**src/rtcts_pkg.sv**
```systemverilog
// package for the timebase source control block: register map, field
// positions, reset values, timing figures and the state record.
// assumes a 250 MHz system clock and a byte-addressed register port.
package rtcts_pkg;

  // ==========================================================================
  // register map (index, byte address is four times the index)
  localparam logic [7:0] RTCTS_IDX_CTRL = 8'h04;
  localparam logic [7:0] RTCTS_IDX_OSC_CTL = 8'h05;
  localparam logic [7:0] RTCTS_IDX_OSC_CFG = 8'h06;
  localparam logic [7:0] RTCTS_IDX_ROUTE = 8'h20;
  localparam logic [7:0] RTCTS_ADDR_CTRL = 8'(RTCTS_IDX_CTRL * 4);
  localparam logic [7:0] RTCTS_ADDR_OSC_CTL = 8'(RTCTS_IDX_OSC_CTL * 4);
  localparam logic [7:0] RTCTS_ADDR_OSC_CFG = 8'(RTCTS_IDX_OSC_CFG * 4);
  localparam logic [7:0] RTCTS_ADDR_ROUTE = 8'(RTCTS_IDX_ROUTE * 4);

  // ==========================================================================
  // field positions
  localparam int RTCTS_B_POWER = 7;
  localparam int RTCTS_B_MCD_EN = 6;
  localparam int RTCTS_B_FAIL = 5;
  localparam int RTCTS_B_OSC_CRYSTAL_SELECT = 6;
  localparam int RTCTS_B_BIAS2 = 5;
  localparam int RTCTS_B_CLOCK_VALID_FLAG = 4;
  localparam int RTCTS_B_LFO_EN = 3;
  localparam int RTCTS_B_AGC = 2;
  localparam int RTCTS_B_AUTOSTEP = 7;
  localparam int RTCTS_B_CAP_RDY = 6;
  localparam int RTCTS_B_SYSTEM_CLOCK = 0;
  localparam int RTCTS_B_PIN = 1;
  localparam int RTCTS_B_SLEEP = 2;
  localparam int RTCTS_CAP_W = 4;

  // ==========================================================================
  // reset values
  localparam logic [RTCTS_CAP_W-1:0] RTCTS_CAP_RST = 4'h0;
  localparam logic [7:0] RTCTS_RDATA_RST = 8'h00;

  // ==========================================================================
  // timing
  localparam int RTCTS_CLK_MHZ = 250;
  localparam int RTCTS_BLANK_US = 2000;
  localparam int RTCTS_FAIL_US = 100;
  localparam int RTCTS_BLANK_CYC = RTCTS_BLANK_US * RTCTS_CLK_MHZ;
  localparam int RTCTS_FAIL_CYC = RTCTS_FAIL_US * RTCTS_CLK_MHZ;
  localparam int RTCTS_STEP_TICKS = 16;
  localparam int RTCTS_CNT_W = 20;
  localparam int RTCTS_STEP_W = 8;

  // ==========================================================================
  // state record of the control block
  typedef struct packed {
    logic power;
    logic mcd_en;
    logic fail;
    logic osc_crystal_select;
    logic bias2;
    logic lfo_en;
    logic agc;
    logic autostep;
    logic [RTCTS_CAP_W-1:0] cap_final;
    logic [RTCTS_CAP_W-1:0] cap_applied;
    logic cap_ready;
    logic clk_valid;
    logic system_clock_sel;
    logic pin_route;
    logic sleep_route;
    logic tb_prev;
    logic osc_prev;
    logic tick;
    logic tick_bit1;
    logic blank_done;
    logic [RTCTS_CNT_W-1:0] blank_cnt;
    logic [RTCTS_CNT_W-1:0] stall_cnt;
    logic [RTCTS_STEP_W-1:0] step_cnt;
    logic [7:0] rdata;
  } rtcts_state_t;

endpackage

```
**src/rtcts_sync.sv**
```systemverilog
// two-stage synchroniser for levels arriving from outside the clock domain.
// assumes the inputs are slow against the system clock.
`timescale 1ns/1ps
module rtcts_sync
  import rtcts_pkg::*;
#(
  parameter int WIDTH = 3
) (
  input wire logic clk_sys_i,
  input wire logic reset_i,
  input wire logic [WIDTH-1:0] async_i,
  output logic [WIDTH-1:0] sync_o
);

  typedef struct packed {
    logic [WIDTH-1:0] meta;
    logic [WIDTH-1:0] stable;
  } rtcts_sync_t;

  rtcts_sync_t st_r;
  rtcts_sync_t st_nxt;

  // ==========================================================================
  // one chain per bit; the first stage feeds only the second
  always_comb begin
    st_nxt = st_r;
    for (int i = 0; i < WIDTH; i++) begin
      st_nxt.meta[i] = async_i[i];
      st_nxt.stable[i] = st_r.meta[i];
    end
  end

  always_ff @(posedge clk_sys_i) begin
    if (reset_i) begin
      st_r <= '0;
    end else begin
      st_r <= st_nxt;
    end
  end

  assign sync_o = st_r.stable;

endmodule

```
**src/rtcts_ctrl.sv**
```systemverilog
// timebase source control: source selection, tick generation, load
// capacitance stepping, clock-valid gating and the oscillator control bits.
// assumes oscillator pins, internal slow oscillator and amplitude detector
// arrive asynchronously; software drives the plain register port.
`timescale 1ns/1ps

// Overview of operation
// RQ1: timebase independent of system clock, three sources
// RQ2: mode bit one crystal, zero self-oscillate
// RQ3: slow oscillator enable powers and selects it
// RQ4: slow oscillator ticks advance timer bit one
// RQ5: four-bit capacitance code, final code stored
// RQ6: autostep starts smallest, rises to final code
// RQ7: ready flag set when applied reaches final
// RQ8: bias doubling selects 20 or 40 kHz
// RQ9: bias doubling is bit five of control
// RQ10: clock valid forced low without bias doubling
// RQ11: software ignores clock valid with external clock
// RQ12: software follows crystal startup sequence
// RQ13: software keeps gain control off self-oscillating
// RQ14: software uses lowest bias for external clock
// RQ15: slow oscillator and self-oscillator tick at once
// RQ16: timebase routable to system clock and pin
// RQ17: clock valid blanked two ms after power-on
// RQ18: fail flag on stuck oscillator beyond 100 us
// RQ19: autostep raises one code per fixed interval
module rtcts_ctrl
  import rtcts_pkg::*;
#(
  parameter int unsigned BLANK_CYCLES = RTCTS_BLANK_CYC,
  parameter int unsigned FAIL_CYCLES = RTCTS_FAIL_CYC,
  parameter int unsigned STEP_TICKS = RTCTS_STEP_TICKS
) (
  input wire logic clk_sys_i,
  input wire logic reset_i,
  input wire logic [7:0] addr_i,
  input wire logic [7:0] wdata_i,
  input wire logic wr_i,
  input wire logic rd_i,
  output logic [7:0] rdata_o,
  input wire logic osc_pin_in_i,
  input wire logic low_freq_osc_i,
  input wire logic osc_amp_ok_i,
  output logic osc_power_enable_o,
  output logic osc_crystal_select_o,
  output logic bias_double_enable_o,
  output logic gain_ctrl_enable_o,
  output logic low_freq_osc_enable_o,
  output logic [RTCTS_CAP_W-1:0] cap_code_o,
  output logic clock_valid_flag_o,
  output logic osc_fail_flag_o,
  output logic tick_o,
  output logic tick_bit1_o,
  output logic system_clock_select_o,
  output logic pin_route_o,
  output logic sleep_route_o
);

  localparam logic [RTCTS_CNT_W-1:0] BLANK_LAST = RTCTS_CNT_W'(BLANK_CYCLES - 1);
  localparam logic [RTCTS_CNT_W-1:0] FAIL_LIMIT = RTCTS_CNT_W'(FAIL_CYCLES);
  localparam logic [RTCTS_STEP_W-1:0] STEP_LAST = RTCTS_STEP_W'(STEP_TICKS - 1);

  rtcts_state_t st_r;
  rtcts_state_t st_nxt;
  logic [2:0] pins_s;
  logic osc_s;
  logic lfo_s;
  logic amp_s;
  logic tb_sel;
  logic osc_rise;
  logic stall_hit;
  logic wr_ctrl;
  logic wr_octl;
  logic wr_ocfg;
  logic wr_route;

  // ==========================================================================
  // pin synchronisers
  rtcts_sync #(
    .WIDTH(3)
  ) u_sync (
    .clk_sys_i(clk_sys_i),
    .reset_i(reset_i),
    .async_i({osc_amp_ok_i, low_freq_osc_i, osc_pin_in_i}),
    .sync_o(pins_s)
  );

  assign osc_s = pins_s[0];
  assign lfo_s = pins_s[1];
  assign amp_s = pins_s[2];

  // ==========================================================================
  // source selection; slow oscillator wins over the oscillator circuit
  always_comb begin
    if (st_r.lfo_en) begin
      tb_sel = lfo_s; // [RQ3] [RQ1]
    end else if (st_r.power) begin
      tb_sel = osc_s; // [RQ1] [RQ2]
    end else begin
      tb_sel = 1'b0;
    end
  end

  assign osc_rise = osc_s & ~st_r.osc_prev;
  assign stall_hit = (st_r.stall_cnt == FAIL_LIMIT);
  assign wr_ctrl = wr_i && (addr_i == RTCTS_ADDR_CTRL);
  assign wr_octl = wr_i && (addr_i == RTCTS_ADDR_OSC_CTL);
  assign wr_ocfg = wr_i && (addr_i == RTCTS_ADDR_OSC_CFG);
  assign wr_route = wr_i && (addr_i == RTCTS_ADDR_ROUTE);

  // ==========================================================================
  // next state
  always_comb begin
    st_nxt = st_r;

    // register writes
    if (wr_ctrl) begin
      st_nxt.power = wdata_i[RTCTS_B_POWER];
      st_nxt.mcd_en = wdata_i[RTCTS_B_MCD_EN];
      st_nxt.fail = wdata_i[RTCTS_B_FAIL];
    end
    if (wr_octl) begin
      st_nxt.osc_crystal_select = wdata_i[RTCTS_B_OSC_CRYSTAL_SELECT]; // [RQ2]
      st_nxt.bias2 = wdata_i[RTCTS_B_BIAS2]; // [RQ9] [RQ8]
      st_nxt.lfo_en = wdata_i[RTCTS_B_LFO_EN]; // [RQ3]
      st_nxt.agc = wdata_i[RTCTS_B_AGC];
    end
    if (wr_ocfg) begin
      st_nxt.autostep = wdata_i[RTCTS_B_AUTOSTEP];
      st_nxt.cap_final = wdata_i[RTCTS_CAP_W-1:0]; // [RQ5]
    end
    if (wr_route) begin
      st_nxt.system_clock_sel = wdata_i[RTCTS_B_SYSTEM_CLOCK]; // [RQ16]
      st_nxt.pin_route = wdata_i[RTCTS_B_PIN]; // [RQ16]
      st_nxt.sleep_route = wdata_i[RTCTS_B_SLEEP]; // [RQ16]
    end

    // ticks: no start-up wait for any source
    st_nxt.tb_prev = tb_sel;
    st_nxt.osc_prev = osc_s;
    st_nxt.tick = tb_sel & ~st_r.tb_prev; // [RQ15]
    st_nxt.tick_bit1 = tb_sel & ~st_r.tb_prev & st_r.lfo_en; // [RQ4]

    // blanking after the oscillator circuit powers up
    if (!st_r.power) begin
      st_nxt.blank_cnt = '0;
      st_nxt.blank_done = 1'b0;
    end else if (st_r.blank_cnt == BLANK_LAST) begin
      st_nxt.blank_done = 1'b1; // [RQ17]
    end else begin
      st_nxt.blank_cnt = st_r.blank_cnt + 1'b1;
    end
    // amplitude detector only speaks while bias doubling is on
    st_nxt.clk_valid = st_r.bias2 & st_r.blank_done & amp_s; // [RQ10] [RQ17]

    // missing-clock detector; hardware set wins over a clearing write
    if (!(st_r.mcd_en && st_r.power) || (osc_s != st_r.osc_prev)) begin
      st_nxt.stall_cnt = '0;
    end else if (!stall_hit) begin
      st_nxt.stall_cnt = st_r.stall_cnt + 1'b1;
    end
    if (st_r.mcd_en && st_r.power && stall_hit) begin
      st_nxt.fail = 1'b1; // [RQ18]
    end

    // load capacitance stepping
    if (!st_r.autostep) begin
      st_nxt.cap_applied = st_r.cap_final;
      st_nxt.step_cnt = '0;
    end else if (!st_r.power) begin
      st_nxt.cap_applied = RTCTS_CAP_RST; // [RQ6]
      st_nxt.step_cnt = '0;
    end else if (st_r.cap_applied < st_r.cap_final) begin
      if (osc_rise) begin
        if (st_r.step_cnt == STEP_LAST) begin
          st_nxt.step_cnt = '0;
          st_nxt.cap_applied = st_r.cap_applied + 1'b1; // [RQ6] [RQ19]
        end else begin
          st_nxt.step_cnt = st_r.step_cnt + 1'b1; // [RQ19]
        end
      end
    end else begin
      // final lowered below the applied code: follow at once
      st_nxt.cap_applied = st_r.cap_final;
      st_nxt.step_cnt = '0;
    end
    st_nxt.cap_ready = (st_r.cap_applied == st_r.cap_final); // [RQ7]

    // read port, data only in the cycle after the strobe
    st_nxt.rdata = RTCTS_RDATA_RST;
    if (rd_i) begin
      case (addr_i)
        RTCTS_ADDR_CTRL: begin
          st_nxt.rdata[RTCTS_B_POWER] = st_r.power;
          st_nxt.rdata[RTCTS_B_MCD_EN] = st_r.mcd_en;
          st_nxt.rdata[RTCTS_B_FAIL] = st_r.fail;
        end
        RTCTS_ADDR_OSC_CTL: begin
          st_nxt.rdata[RTCTS_B_OSC_CRYSTAL_SELECT] = st_r.osc_crystal_select;
          st_nxt.rdata[RTCTS_B_BIAS2] = st_r.bias2;
          st_nxt.rdata[RTCTS_B_CLOCK_VALID_FLAG] = st_r.clk_valid;
          st_nxt.rdata[RTCTS_B_LFO_EN] = st_r.lfo_en;
          st_nxt.rdata[RTCTS_B_AGC] = st_r.agc;
        end
        RTCTS_ADDR_OSC_CFG: begin
          st_nxt.rdata[RTCTS_B_AUTOSTEP] = st_r.autostep;
          st_nxt.rdata[RTCTS_B_CAP_RDY] = st_r.cap_ready;
          st_nxt.rdata[RTCTS_CAP_W-1:0] = st_r.cap_final;
        end
        RTCTS_ADDR_ROUTE: begin
          st_nxt.rdata[RTCTS_B_SYSTEM_CLOCK] = st_r.system_clock_sel;
          st_nxt.rdata[RTCTS_B_PIN] = st_r.pin_route;
          st_nxt.rdata[RTCTS_B_SLEEP] = st_r.sleep_route;
        end
        default: begin
          st_nxt.rdata = RTCTS_RDATA_RST;
        end
      endcase
    end
  end

  // ==========================================================================
  // state register
  always_ff @(posedge clk_sys_i) begin
    if (reset_i) begin
      st_r <= '0;
    end else begin
      st_r <= st_nxt;
    end
  end

  // ==========================================================================
  // outputs, all straight from the state register
  assign rdata_o = st_r.rdata;
  assign osc_power_enable_o = st_r.power;
  assign osc_crystal_select_o = st_r.osc_crystal_select; // [RQ2]
  assign bias_double_enable_o = st_r.bias2; // [RQ8]
  assign gain_ctrl_enable_o = st_r.agc;
  assign low_freq_osc_enable_o = st_r.lfo_en; // [RQ3]
  assign cap_code_o = st_r.cap_applied; // [RQ5]
  assign clock_valid_flag_o = st_r.clk_valid;
  assign osc_fail_flag_o = st_r.fail;
  assign tick_o = st_r.tick;
  assign tick_bit1_o = st_r.tick_bit1;
  assign system_clock_select_o = st_r.system_clock_sel;
  assign pin_route_o = st_r.pin_route;
  assign sleep_route_o = st_r.sleep_route;
endmodule

```
**config.mk**
```make
export PLATFORM = sky130hd
export DESIGN_NAME = rtcts_ctrl
export DESIGN_NICKNAME = d
export VERILOG_FILES = /design/src/rtcts_pkg.sv /design/src/rtcts_sync.sv /design/src/rtcts_ctrl.sv
export SDC_FILE = /design/constraint.sdc
export NUM_CORES = 1
export LEC_CHECK = 0
export BUFFER_PORTS_ARGS = -buffer_cell sky130_fd_sc_hd__buf_4
export CORE_ASPECT_RATIO = 1.1
export CORE_UTILIZATION = 39
export DETAILED_ROUTE_END_ITERATION = 8
export HOLD_SLACK_MARGIN = 0.08
export PLACE_DENSITY = 0.68
export SYNTH_ARGS = -nofsm -noshare
export SYNTH_HDL_FRONTEND = slang
export SYNTH_SLANG_ARGS = --single-unit
```
**constraint.sdc**
```tcl
create_clock -name clk_sys_i -period 1.7 [get_ports clk_sys_i]
set_input_delay 0.17 -clock clk_sys_i [delete_from_list [all_inputs] [get_ports clk_sys_i]]
set_output_delay 0.17 -clock clk_sys_i [all_outputs]
set_load 0.005 [all_outputs]
```
==> results.yml <==
final_layout:
  design_area_sq_um: 5090
  antenna_cells: 0
  drive_gt1_share_pct: 27.0
  postLayoutCoreUtil_pct: 51.0
  final_common_cell: "buf_4"
  nets: 571
  area_delta_synth_final_pct: 25.7
  fillCellCount: 919
  mostFrequentLayoutCells: "buf_4, dfxtp_1, nor2_1"
synth:
  netlist_area_sq_um: 4050
  yosys-top-cells-area: "dfxtp_1, nor2_1, xor2_1"
  synth.mux.area_fraction_pct: 1.24
  syn_area_per_cell_sq_um: 8.92
  ys_types: 56
  synth_async_sr_flop_share_pct: 0
  ys.flop_type: "dfxtp_1"
  synth_cells: 454
  synth_xor_area_share_pct: 8.22
  synth_top_area_cell: "dfxtp_1"
  ys_warn_count: 0
  synthAdderAreaFrac_pct: 3.09
  ys_seq_area_share_pct: 43.5
  synth_fp_nets: 487
  synth_compound_area_share_pct: 8.16
  synth_edf_count: 0
  synth_top_area_share_pct: 43.5
  synth_simple_gate_area_share_pct: 30.4
  synth_top_family_by_area: "simple AND/OR/NAND/NOR gates"
  ys_ff_latch: 88
route:
  drt-total-wl_microns: 8570
  wl_per_cell_microns: 13.0
  drtAntennaViolNets: 0
  vias: 3373
  via_per_inst: 5.10
  drc: 0
  drtIter0Drc: 145
  firstDrtPassIters: 4
global_routing:
  grt_usage_pct: 16.9
  grt_pass1_vias: 3253
  grt-ovfl-total: 0
  antenna_found_initial: 0
  grt_pass1_wl_microns: 14600
  grt_start_max_net_pins: 26
sta:
  slew_violations: 0
  min_period_over_period_pct: 98.4
  relSlewSlack_pct: 64.1
  tightest_slew_ns: 0.537
  hold_violations: 0
  hold_slack_ns: 0.0936
  fin_crit_ns: 1.67
  max_freq_ghz: 0.598
  setup_violations: 0
  fin_tns_setup_ns: 0
  fin_skew_ns: 0.0174
critical_path:
  crit_chain: "or4_4, nor2_8, nand3_2, a32o_1, o221a_1"
  slowest_delay_ns: 0.56
  critical_path.slowest_cell: "or4_4"
  worst_setup_path_end_kind: "register"
  r2r_slack_ns: 0.03
  cp_max_fo: 7
  crit_type: "reg2reg"
  worstPathArrival_ns: 1.93
  startpoint_type: "register"
  required_ns: 1.96
hold_path:
  worst_hold_path_type: "in2reg"
power_and_ir_drop:
  vdd_drop_max_mv: 0.343
  power.total_uw: 3630
  p_leak_uw: 0.00186
  pwr_density_cell_nw_per_um2: 712
place:
  port_buffers: 45
  place_area_sq_um: 4680
  dp_hpwl_microns: 6260
  gp_congestion: 0.829
floorplanning:
  die_y_microns: 109
  pin_count: 47
  rows: 38
  dieArea_sq_um: 10800
  start_util_pct: 40.5
  coreArea_sq_um: 9980
  die_x_microns: 99.1
clocking:
  clk_latency_ns: 0.36
  cts_max_path_buffers: 2
  cts_tree: "yes"
  htree_levels: 3
  root_buffer: "clkbuf_8"
  clock_sinks: 88
  clkSlewWorstSetupHoldPaths_ns: 0.09
  cts_buffers: 9
run:
  drv_cap: 0
status:
  outcome: "finished clean"
state kept, by name, indices dropped and copies added, names as in the netlist:
signal,count
u_sync.sync_o,3
bias_double_enable_o,1
system_clock_select_o,1
tick_bit1_o,1
clock_valid_flag_o,1
u_sync.st_nxt,3
sleep_route_o,1
rdata_o,8
tick_o,1
st_r,58
cap_code_o,4
osc_crystal_select_o,1
low_freq_osc_enable_o,1
gain_ctrl_enable_o,1
pin_route_o,1
osc_power_enable_o,1
osc_fail_flag_o,1
area by class of cell:
cell class | count | area [sq um] | area share [%]
multi-input cells | 327 | 2160 | 42.5
flip-flops and latches | 88 | 1770 | 34.8
repair buffers | 97 | 756 | 14.9
well taps | 120 | 150 | 2.95
clock buffers | 10 | 138 | 2.70
inverters | 15 | 56.3 | 1.11
clock inverters | 4 | 53.8 | 1.06
logic make-up (layout without fill, tap and decap cells):
family,after synthesis,after routing
xor+xnor,38,38
fa+ha+maj,10,10
simple gates,220,220
mux,5,5
compound gates,54,54
buf+inv,39,126
flops,88,88
cell usage after synthesis, drive strengths merged (4+ instances only):
cell type  number
a22oi           5
or3             6
o21ai          10
nor4b           4
nor3            9
xnor2          16
xor2           22
nand2          41
buf            17
clkbuf          7
nor2           73
and4            7
dfxtp          88
a21oi          27
nand4          14
nor4            7
mux2i           5
and3            5
nor2b           7
ha             10
inv            15
nand3          35
report_power, final:
| part | internal, uW | total, uW | switching (uW) |
|---|---|---|---|
| clock | 708 | 1420 | 716 |
| combinational | 69.1 | 131 | 61.8 |
| sequential | 2070 | 2070 | 3.01 |
critical path: cells and delay by family (launching register included):
kind	cells	cell delay, ns
and+or+nand+nor	3	0.83
AOI/OAI and AO/OA	2	0.41
DFF	1	0.33
routing by layer:
layer | global-route usage, % | vias to the layer above | share of wire [%]
met1 | 20.5 | 1563 | 46
met2 | 29.7 | 71 | 49
met4 | 6.72 | 0 | 1.7
li1 | - | 1728 | -
met3 | 3.21 | 11 | 3.8
met5 | 0 | - | 0
timing repair:
| action | in CTS | in global routing |
|---|---|---|
| buffers inserted | 0 | 1 |
| pin swaps | 2 | 8 |
| endpoints found under the setup margin | 3 | 14 |
| hold endpoints to repair | 16 | 0 |
| resized for setup | 2 | 19 |
| hold buffers | 11 | 0 |
final timing paths:
check                        startpoint                                end  depth (start not counted)
setup / recovery  st_r[12]$_SDFFE_PP0P_         cap_code_o[3]$_SDFFE_PP0P_                          5
hold / removal               wdata_i[5]  bias_double_enable_o$_SDFFE_PP0P_                          3
setup reg to reg  st_r[12]$_SDFFE_PP0P_         cap_code_o[3]$_SDFFE_PP0P_                          5
hold reg to reg     st_r[60]$_SDFF_PP0_                  tick_o$_SDFF_PP0_                          1
stage by stage:
stage,worst slack (ns),cells
final,0.0275,661
after global routing,-0.00641,661
after CTS,0.00139,660
after detailed placement,0.000223,635
after global placement,0.0307,635
after floorplan,0.0421,454
Power figures use the tool's default switching activity.
